<file path="config.mk">
export PLATFORM = sky130hd
export DESIGN_NAME = hcr_responder
export DESIGN_NICKNAME = d
export VERILOG_FILES = /design/src/rtl/hcr_pkg.sv /design/src/rtl/hcr_responder.sv
export SDC_FILE = /design/constraint.sdc
export NUM_CORES = 2
export LEC_CHECK = 0
export BUFFER_PORTS_ARGS = -buffer_cell sky130_fd_sc_hd__buf_2
export CORE_UTILIZATION = 50
export CTS_CLUSTER_SIZE = 12
export DETAILED_ROUTE_END_ITERATION = 6
export PLACE_DENSITY_LB_ADDON = 0.08
export SLEW_MARGIN = 0
export SYNTH_ARGS = -nofsm -noshare
export SYNTH_HDL_FRONTEND = slang
export SYNTH_SLANG_ARGS = --single-unit
export TNS_END_PERCENT = 10
</file>
<file path="constraint.sdc">
create_clock -name CLK -period 139.1 [get_ports CLK]
set_clock_uncertainty 0.15 [all_clocks]
set_input_delay 27.82 -clock CLK [delete_from_list [all_inputs] [get_ports CLK]]
set_output_delay 27.82 -clock CLK [all_outputs]
set_load 0.02 [all_outputs]
</file>
<file path="src/rtl/hcr_pkg.sv">
/*
 * Shared constants and types of the challenge/response digest block:
 * command locations, reset values, hash constants, state and command carriers.
 * Assumes a byte-wide command-location port driven by a host interface engine.
 */
`default_nettype none
package hcr_pkg;
   localparam logic [7:0] LOC_SUBCLASS = 8'h3E;
   localparam logic [7:0] LOC_BLKSEL = 8'h3F;
   localparam logic [7:0] LOC_BUF_FIRST = 8'h40;
   localparam logic [7:0] LOC_BUF_LAST = 8'h5F;
   localparam logic [7:0] LOC_CHAL_CSUM = 8'h54;
   localparam logic [7:0] LOC_BLK_CSUM = 8'h60;
   localparam logic [7:0] LOC_ACCESS = 8'h61;
   localparam int BUF_BYTES = 32;
   localparam int CHAL_BYTES = 20;
   localparam int KEY_BYTES = 16;
   localparam int KEY_OFS = 12;
   localparam logic [7:0] ACCESS_KEY = 8'h00;
   localparam logic [7:0] ACCESS_AUTH = 8'h01;
   localparam logic [7:0] SUBCLASS_KEY = 8'h70;
   localparam logic [7:0] BLOCK_KEY = 8'h00;
   localparam logic [7:0] BLOCK_AUTH_LOCKED = 8'h00;
   localparam logic [7:0] ACCESS_RST = 8'hFF;
   localparam logic [7:0] SUBCLASS_RST = 8'h00;
   localparam logic [7:0] BLKSEL_RST = 8'hFF;
   localparam logic [127:0] KEY_DEFAULT = 128'h0123456789ABCDEFFEDCBA987654321;
   localparam logic [159:0] SHA_IV = 160'h67452301EFCDAB8998BADCFE10325476C3D2E1F0;
   localparam logic [7:0] IPAD = 8'h36;
   localparam logic [7:0] OPAD = 8'h5C;
   localparam logic [7:0] PAD_MARK = 8'h80;
   localparam logic [63:0] MSG_BITS = 64'h00000000000002A0;
   localparam logic [6:0] ROUND_LAST = 7'h4F;
   localparam logic [31:0] K0 = 32'h5A827999;
   localparam logic [31:0] K1 = 32'h6ED9EBA1;
   localparam logic [31:0] K2 = 32'h8F1BBCDC;
   localparam logic [31:0] K3 = 32'hCA62C1D6;

   typedef enum logic [2:0] {
      ST_IDLE = 3'b001,
      ST_LOAD = 3'b010,
      ST_RUN = 3'b100
   } hcr_state_e;

   typedef struct packed {
      logic wr;
      logic rd;
      logic [7:0] addr;
      logic [7:0] wdata;
   } hcr_cmd_s;

   typedef struct packed {
      hcr_state_e st;
      logic [BUF_BYTES-1:0][7:0] buffer;
      logic [127:0] key;
      logic [7:0] access;
      logic [7:0] subclass;
      logic [7:0] blksel;
      logic [7:0] rdata;
      logic done;
      logic [159:0] h;
      logic [159:0] work;
      logic [511:0] w;
      logic [6:0] rnd;
      logic [1:0] blk;
      logic [159:0] inner;
   } hcr_state_s;
endpackage : hcr_pkg
`default_nettype wire

</file>
<file path="src/rtl/hcr_responder.sv">
/*
 * Keyed-hash challenge responder: command-location buffer, key programming
 * and an iterative one-round-per-cycle SHA-1 engine run as HMAC.
 * Assumes CMD comes from an interface engine on CLK and UNLOCKED is the
 * lock state of the surrounding gauge logic, also on CLK.
 */
`default_nettype none
module hcr_responder (
   input wire logic CLK,
   input wire logic RST,
   input wire hcr_pkg::hcr_cmd_s CMD,
   input wire logic UNLOCKED,
   output logic [7:0] CMD_RDATA,
   output logic BUSY,
   output logic DIGEST_READY
);
   import hcr_pkg::*;

   hcr_state_s s_reg;
   hcr_state_s s_next;

   function automatic logic [7:0] csum(input logic [BUF_BYTES-1:0][7:0] b, input int n);
      logic [7:0] sum;
      sum = 8'h00;
      for (int i = 0; i < BUF_BYTES; i++) begin
         if (i < n) begin
            sum = sum + b[i];
         end
      end
      return 8'hFF - sum;
   endfunction : csum

   // block 0/2: padded key xor ipad/opad; block 1/3: 20-byte tail with padding
   function automatic logic [511:0] msg_block(input logic [1:0] idx, input logic [127:0] key,
         input logic [BUF_BYTES-1:0][7:0] b, input logic [159:0] inner);
      logic [511:0] m;
      logic [7:0] v;
      m = '0;
      for (int i = 0; i < 64; i++) begin
         v = 8'h00;
         if (!idx[0]) begin
            if (i < KEY_BYTES) begin
               v = key[127-8*i -: 8];
            end
            v = v ^ (idx[1] ? OPAD : IPAD);
         end else if (i < CHAL_BYTES) begin
            v = idx[1] ? inner[159-8*i -: 8] : b[i];
         end else if (i == CHAL_BYTES) begin
            v = PAD_MARK;
         end else if (i >= 56) begin
            v = MSG_BITS[63-8*(i-56) -: 8];
         end
         m[511-8*i -: 8] = v;
      end
      return m;
   endfunction : msg_block

   function automatic logic [31:0] rol(input logic [31:0] x, input int n);
      return (x << n) | (x >> (32 - n));
   endfunction : rol

   logic key_mode;
   logic auth_mode;
   logic in_buf;
   logic [4:0] bidx;
   logic [31:0] a;
   logic [31:0] b;
   logic [31:0] c;
   logic [31:0] d;
   logic [31:0] e;
   logic [31:0] f;
   logic [31:0] k;
   logic [31:0] t;
   logic [31:0] w0;
   logic [31:0] wn;
   logic key_sum_ok;
   logic chal_sum_ok;
   logic [159:0] h_sum;

   always_comb begin
      // key path needs unlocked, 0x00 access, subclass 0x70, block 0x00
      key_mode = UNLOCKED && s_reg.access == ACCESS_KEY && s_reg.subclass == SUBCLASS_KEY
         && s_reg.blksel == BLOCK_KEY;
      auth_mode = (UNLOCKED && s_reg.access == ACCESS_AUTH)
         || (!UNLOCKED && s_reg.blksel == BLOCK_AUTH_LOCKED);
      in_buf = CMD.addr >= LOC_BUF_FIRST && CMD.addr <= LOC_BUF_LAST;
      bidx = CMD.addr[4:0];
      // sums use the buffer as it stands before this write
      key_sum_ok = CMD.wdata == csum(s_reg.buffer, BUF_BYTES);
      chal_sum_ok = CMD.wdata == csum(s_reg.buffer, CHAL_BYTES);
      {a, b, c, d, e} = s_reg.work;
      w0 = s_reg.w[511:480];
      wn = rol(s_reg.w[95:64] ^ s_reg.w[255:224] ^ s_reg.w[447:416] ^ w0, 1);
      if (s_reg.rnd < 7'd20) begin
         f = (b & c) | (~b & d);
         k = K0;
      end else if (s_reg.rnd < 7'd40) begin
         f = b ^ c ^ d;
         k = K1;
      end else if (s_reg.rnd < 7'd60) begin
         f = (b & c) | (b & d) | (c & d);
         k = K2;
      end else begin
         f = b ^ c ^ d;
         k = K3;
      end
      t = rol(a, 5) + f + e + k + w0;
      // chaining value plus this block's result, used on the last round
      h_sum = {s_reg.h[159:128] + t, s_reg.h[127:96] + a, s_reg.h[95:64] + rol(b, 30),
         s_reg.h[63:32] + c, s_reg.h[31:0] + d};

      s_next = s_reg;
      s_next.done = 1'b0;
      if (CMD.rd) begin
         if (CMD.addr == LOC_CHAL_CSUM) begin
            // inside the buffer window, yet a checksum slot never reads back
            s_next.rdata = 8'h00;
         end else if (in_buf) begin
            s_next.rdata = s_reg.buffer[bidx];
         end else if (CMD.addr == LOC_ACCESS) begin
            s_next.rdata = s_reg.access;
         end else if (CMD.addr == LOC_SUBCLASS) begin
            s_next.rdata = s_reg.subclass;
         end else if (CMD.addr == LOC_BLKSEL) begin
            s_next.rdata = s_reg.blksel;
         end else begin
            s_next.rdata = 8'h00;
         end
      end

      unique case (s_reg.st)
         ST_IDLE: begin
            // writes while hashing are dropped so the buffer stays coherent
            if (CMD.wr) begin
               if (CMD.addr == LOC_ACCESS) begin
                  s_next.access = CMD.wdata;
               end else if (CMD.addr == LOC_SUBCLASS) begin
                  s_next.subclass = CMD.wdata;
               end else if (CMD.addr == LOC_BLKSEL) begin
                  s_next.blksel = CMD.wdata;
               end else if (CMD.addr == LOC_CHAL_CSUM && auth_mode) begin
                  // this slot lies in the buffer window; in a query it must not be stored
                  if (chal_sum_ok) begin
                     s_next.h = SHA_IV;
                     s_next.blk = 2'd0;
                     s_next.st = ST_LOAD;
                  end
               end else if (in_buf && (key_mode || auth_mode)) begin
                  s_next.buffer[bidx] = CMD.wdata;
               end else if (CMD.addr == LOC_BLK_CSUM && key_mode && key_sum_ok) begin
                  for (int i = 0; i < KEY_BYTES; i++) begin
                     s_next.key[127-8*i -: 8] = s_reg.buffer[KEY_OFS+i];
                  end
               end
            end
         end
         ST_LOAD: begin
            // one load cycle per block, then the rounds
            s_next.w = msg_block(s_reg.blk, s_reg.key, s_reg.buffer, s_reg.inner);
            s_next.work = s_reg.h;
            s_next.rnd = 7'd0;
            s_next.st = ST_RUN;
         end
         ST_RUN: begin
            s_next.work = {t, a, rol(b, 30), c, d};
            s_next.w = {s_reg.w[479:0], wn};
            s_next.rnd = s_reg.rnd + 7'd1;
            if (s_reg.rnd == ROUND_LAST) begin
               s_next.blk = s_reg.blk + 2'd1;
               s_next.st = ST_LOAD;
               s_next.h = h_sum;
               if (s_reg.blk == 2'd1) begin
                  s_next.inner = h_sum; // inner hash done, restart for outer
                  s_next.h = SHA_IV;
               end else if (s_reg.blk == 2'd3) begin
                  for (int i = 0; i < CHAL_BYTES; i++) begin
                     s_next.buffer[i] = h_sum[159-8*i -: 8];
                  end
                  s_next.done = 1'b1;
                  s_next.st = ST_IDLE;
               end
            end
         end
         default: begin
            // a corrupted state code falls back to idle and drops the run
            s_next.st = ST_IDLE;
         end
      endcase
   end

   always_ff @(posedge CLK or posedge RST) begin
      if (RST) begin
         s_reg <= '{st: ST_IDLE, buffer: '0, key: KEY_DEFAULT, access: ACCESS_RST,
            subclass: SUBCLASS_RST, blksel: BLKSEL_RST, rdata: 8'h00, done: 1'b0,
            h: SHA_IV, work: '0, w: '0, rnd: 7'd0, blk: 2'd0, inner: '0};
      end else begin
         s_reg <= s_next;
      end
   end

   // registered read data answers one cycle after the strobe
   assign CMD_RDATA = s_reg.rdata;
   assign BUSY = s_reg.st != ST_IDLE;
   assign DIGEST_READY = s_reg.done;
endmodule : hcr_responder
`default_nettype wire

</file>
==> impl_results.md <==
- Status: finished, final reports clean
- Fillcell total: about 15,000
- Commonest non-fill, non-tap cell in the layout: dfrtp_1
- Worst-path cell chain: buf_4 > nand2b_1 > nor2_2 > and4_1 > nand2b_1 > or4_1 > or4_4 > o21ai_4 > buf_4 > o21ai_1 > a21oi_1
- Hold Crit Class: flip-flop to flip-flop
- WS Path Type: primary input to flip-flop
- Largest register FFs: roughly 1,300
- Final setup margin: 106.77 ns
- Quantity of hold-fixing buffers added after cts: 0
- H-tree level count: 4
- Place WS: 106.06 ns
- Remaining global-route overflow: 0
- Syn Area/Cell: ~10 um^2
- Maximum root-to-sink buffer count: 3
- Ratio of cells with drive above 1 in the final layout: 0.137
- FF+latch area: about 0.036 mm^2
- Critical Path Source Type: primary input
- Post-route ant nets: 0
- Pwr Density: approximately 9.7 mW/mm^2
- Crit-path slowest cell: buf_4
- First-pass GRT wire length: ~460,000 um
- Vias: ~66,000
- CP bufs+invs: 2
- Initial DRC Count: 7,760
- First drt pass iteration count: 7
- Seq/Total Area, Yosys: 0.433
- Post-synth EDFFs: 0
- WL per Instance: between 30 and 40 um
- Asr flop ratio synth: 1.00
- Drt drc: 0
- CTS tree: built
- Max transition margin: 0.0499
- I/O Buffers: 30
- TritonCTS Buffers: approximately 160
- Number of global-route vias before repair: ~63,000
- Crit-path leading delay family: simple AND/OR/NAND/NOR gates
- Initial antenna violation count: 19
- DPL Wire Length: 232,000 um
- Crit path largest cell delay: about 0.88 ns
- Final WL: about 320,000 um
- Warnings from Yosys: 0
- Count of final hold-check violations: 0
- Initial core utilization: 0.506
- Die area: about 0.17 mm^2
- Ys flop type: dfrtp_1
- Period minus WS final: ~32 ns
- Vias per std cell: between 6 and 7
- Synth cell types: between 80 and 90
- Post-cts gate resize count: 0
- Clock root buffer master: clkbuf_16
- Clk_lat worst skew: 0.85 ns
- Multi-input logic area: around 0.043 mm^2
- Synthesized instance count: a little over 8,000
- Worst-margin pin slew: roughly 1.4 ns
- Setup crit end kind: flip-flop
- F_max: roughly 31 MHz
- Cell Area, Synth: 0.0826 mm^2
- WHS: around 0.32 ns
- Critical Path RT: approximately 140 ns
- Clk slew on worst S/H paths: ~0.060 ns
- I/O pin count: 31
- RSZ-0062 raised after global routing: false
- Fin nets: 8,610
- Tcrit/Tclk final: 0.232
- Pin count of the biggest net entering global routing: 219
- Post-route setup TNS: 0 ns
- Routability-driven placement congestion ratio: ~0.98
- CP max FO: between 60 and 70
- Syn_nets: around 9,000
- WP data arrival: 32.96 ns
- Fin. max-slew vios: 0
- Final setup viols: 0
- Area Growth Syn to Fin: 9.10%
- Gr usage total: 0.379
- Max_cap viols: 0
- P_leak: between 40 and 50 nW
- Die width: just over 400 um
- Maximum VDD drop: approximately 0.013 mV
- Number of setup buffers added after CTS: 0
- Clock sinks: approximately 1,400
- #FFs+latches synth: 1,421
- Core footprint: around 0.16 mm^2
- Row count: roughly 150
- Die height: just over 400 um
- Most frequent cells in the layout: dfrtp_1, nand2_1, a21oi_1
power by group:
| part | switching, W | internal (W) |
|---|---|---|
| Clock | 0.000190 | 0.000258 |
| Combinational | 0.0000135 | 0.00000261 |
| Sequential | 0.0000000739 | 0.000414 |
| Total | 0.000203 | 0.000674 |
synthesized netlist by cell type, types with 18 or more instances:
library cell	count	area (um^2)
a211oi_1	137	1030
buf_1	50	188
inv_1	353	1330
a22o_1	143	1250
o21ai_0	541	2710
a21oi_1	775	3880
and3_1	36	225
o22a_1	24	210
dfstp_2	161	4230
buf_2	41	205
nand2_1	912	3420
nor3_1	119	596
mux2_2	394	4440
nor2_1	711	2670
a31oi_1	175	1090
mux4_2	80	1800
nand4_1	18	113
ha_1	226	2830
o21a_1	53	398
dfrtp_1	1260	31500
nand2b_1	33	206
mux2i_1	142	1420
nor2b_1	30	188
clkbuf_1	446	1670
a21o_1	93	698
o211ai_1	63	473
o21bai_1	22	165
o221ai_1	41	359
nand3_1	68	340
fa_1	305	6110
xor2_1	142	1240
xnor2_1	276	2420
or3_1	21	131
a22oi_1	134	1010
and2_1	51	319
final timing paths:
path | from | endpoint | slack, ns | cells after the start
worst min register to register | s_reg[371] | s_reg[403] | 0.32 | 2
worst max-delay path | CMD[9] | s_reg[968] | 106.77 | 11
worst min-delay path | s_reg[371] | s_reg[403] | 0.32 | 2
min in group asynchronous | RST | s_reg[320] | 26.96 | 2
max in group asynchronous | RST | s_reg[1376] | 107.90 | 6
worst max register to register | s_reg[1260] | s_reg[1156] | 127.38 | 31
cell families after synthesis:
logic type | count (synthesis) | synth area share
XOR/XNOR | 420 | 0.0449
buffers and inverters | 906 | 0.0427
AO/OA/AOI/OAI | 2322 | 0.173
flip-flops | 1421 | 0.433
AND/OR/NAND/NOR | 2059 | 0.105
adder cells (fa/ha/maj) | 532 | 0.108
multiplexers | 616 | 0.0928
worst reg2reg max path, delay by kind of cell (launching register included):
family	cells	cell delay (ns)
AOI/OAI and AO/OA	4	0.86
xor gates and xnor gates	8	1.82
adders and majority gates	12	5.84
buffers and inverters	5	1.54
DFF	1	0.50
muxes	1	0.53
and+or+nand+nor	1	0.33
through the flow:
step	cell area, um^2	total power [W]	std cells	utilization
after floorplan	82600	0.000432	8276	-
after global placement	84600	0.000438	10100	0.518
after global routing	90100	0.000899	10400	0.552
final	90100	0.000877	10400	0.552
after CTS	90100	0.000882	10400	0.551
after detailed placement	84600	0.000438	10100	0.518
cell type report:
cell class	count	share of cell area
Multi-Input combinational cell	5949	0.482
Sequential cell	1421	0.397
Clock buffer	250	0.0540
Tap cell	2175	0.0302
Inverter	355	0.0149
Timing Repair Buffer	169	0.0141
Clock inverter	51	0.00715
Antenna cell	10	0.000278
metal layers:
layer	vias up	track usage	share of wire
met1	33500	0.525	0.41
met2	2978	0.555	0.43
met4	6	0.211	0.066
li1	28600	-	-
met3	642	0.0798	0.089
met5	-	0	0.00011
No activity file was read; power rests on OpenSTA's default activity.
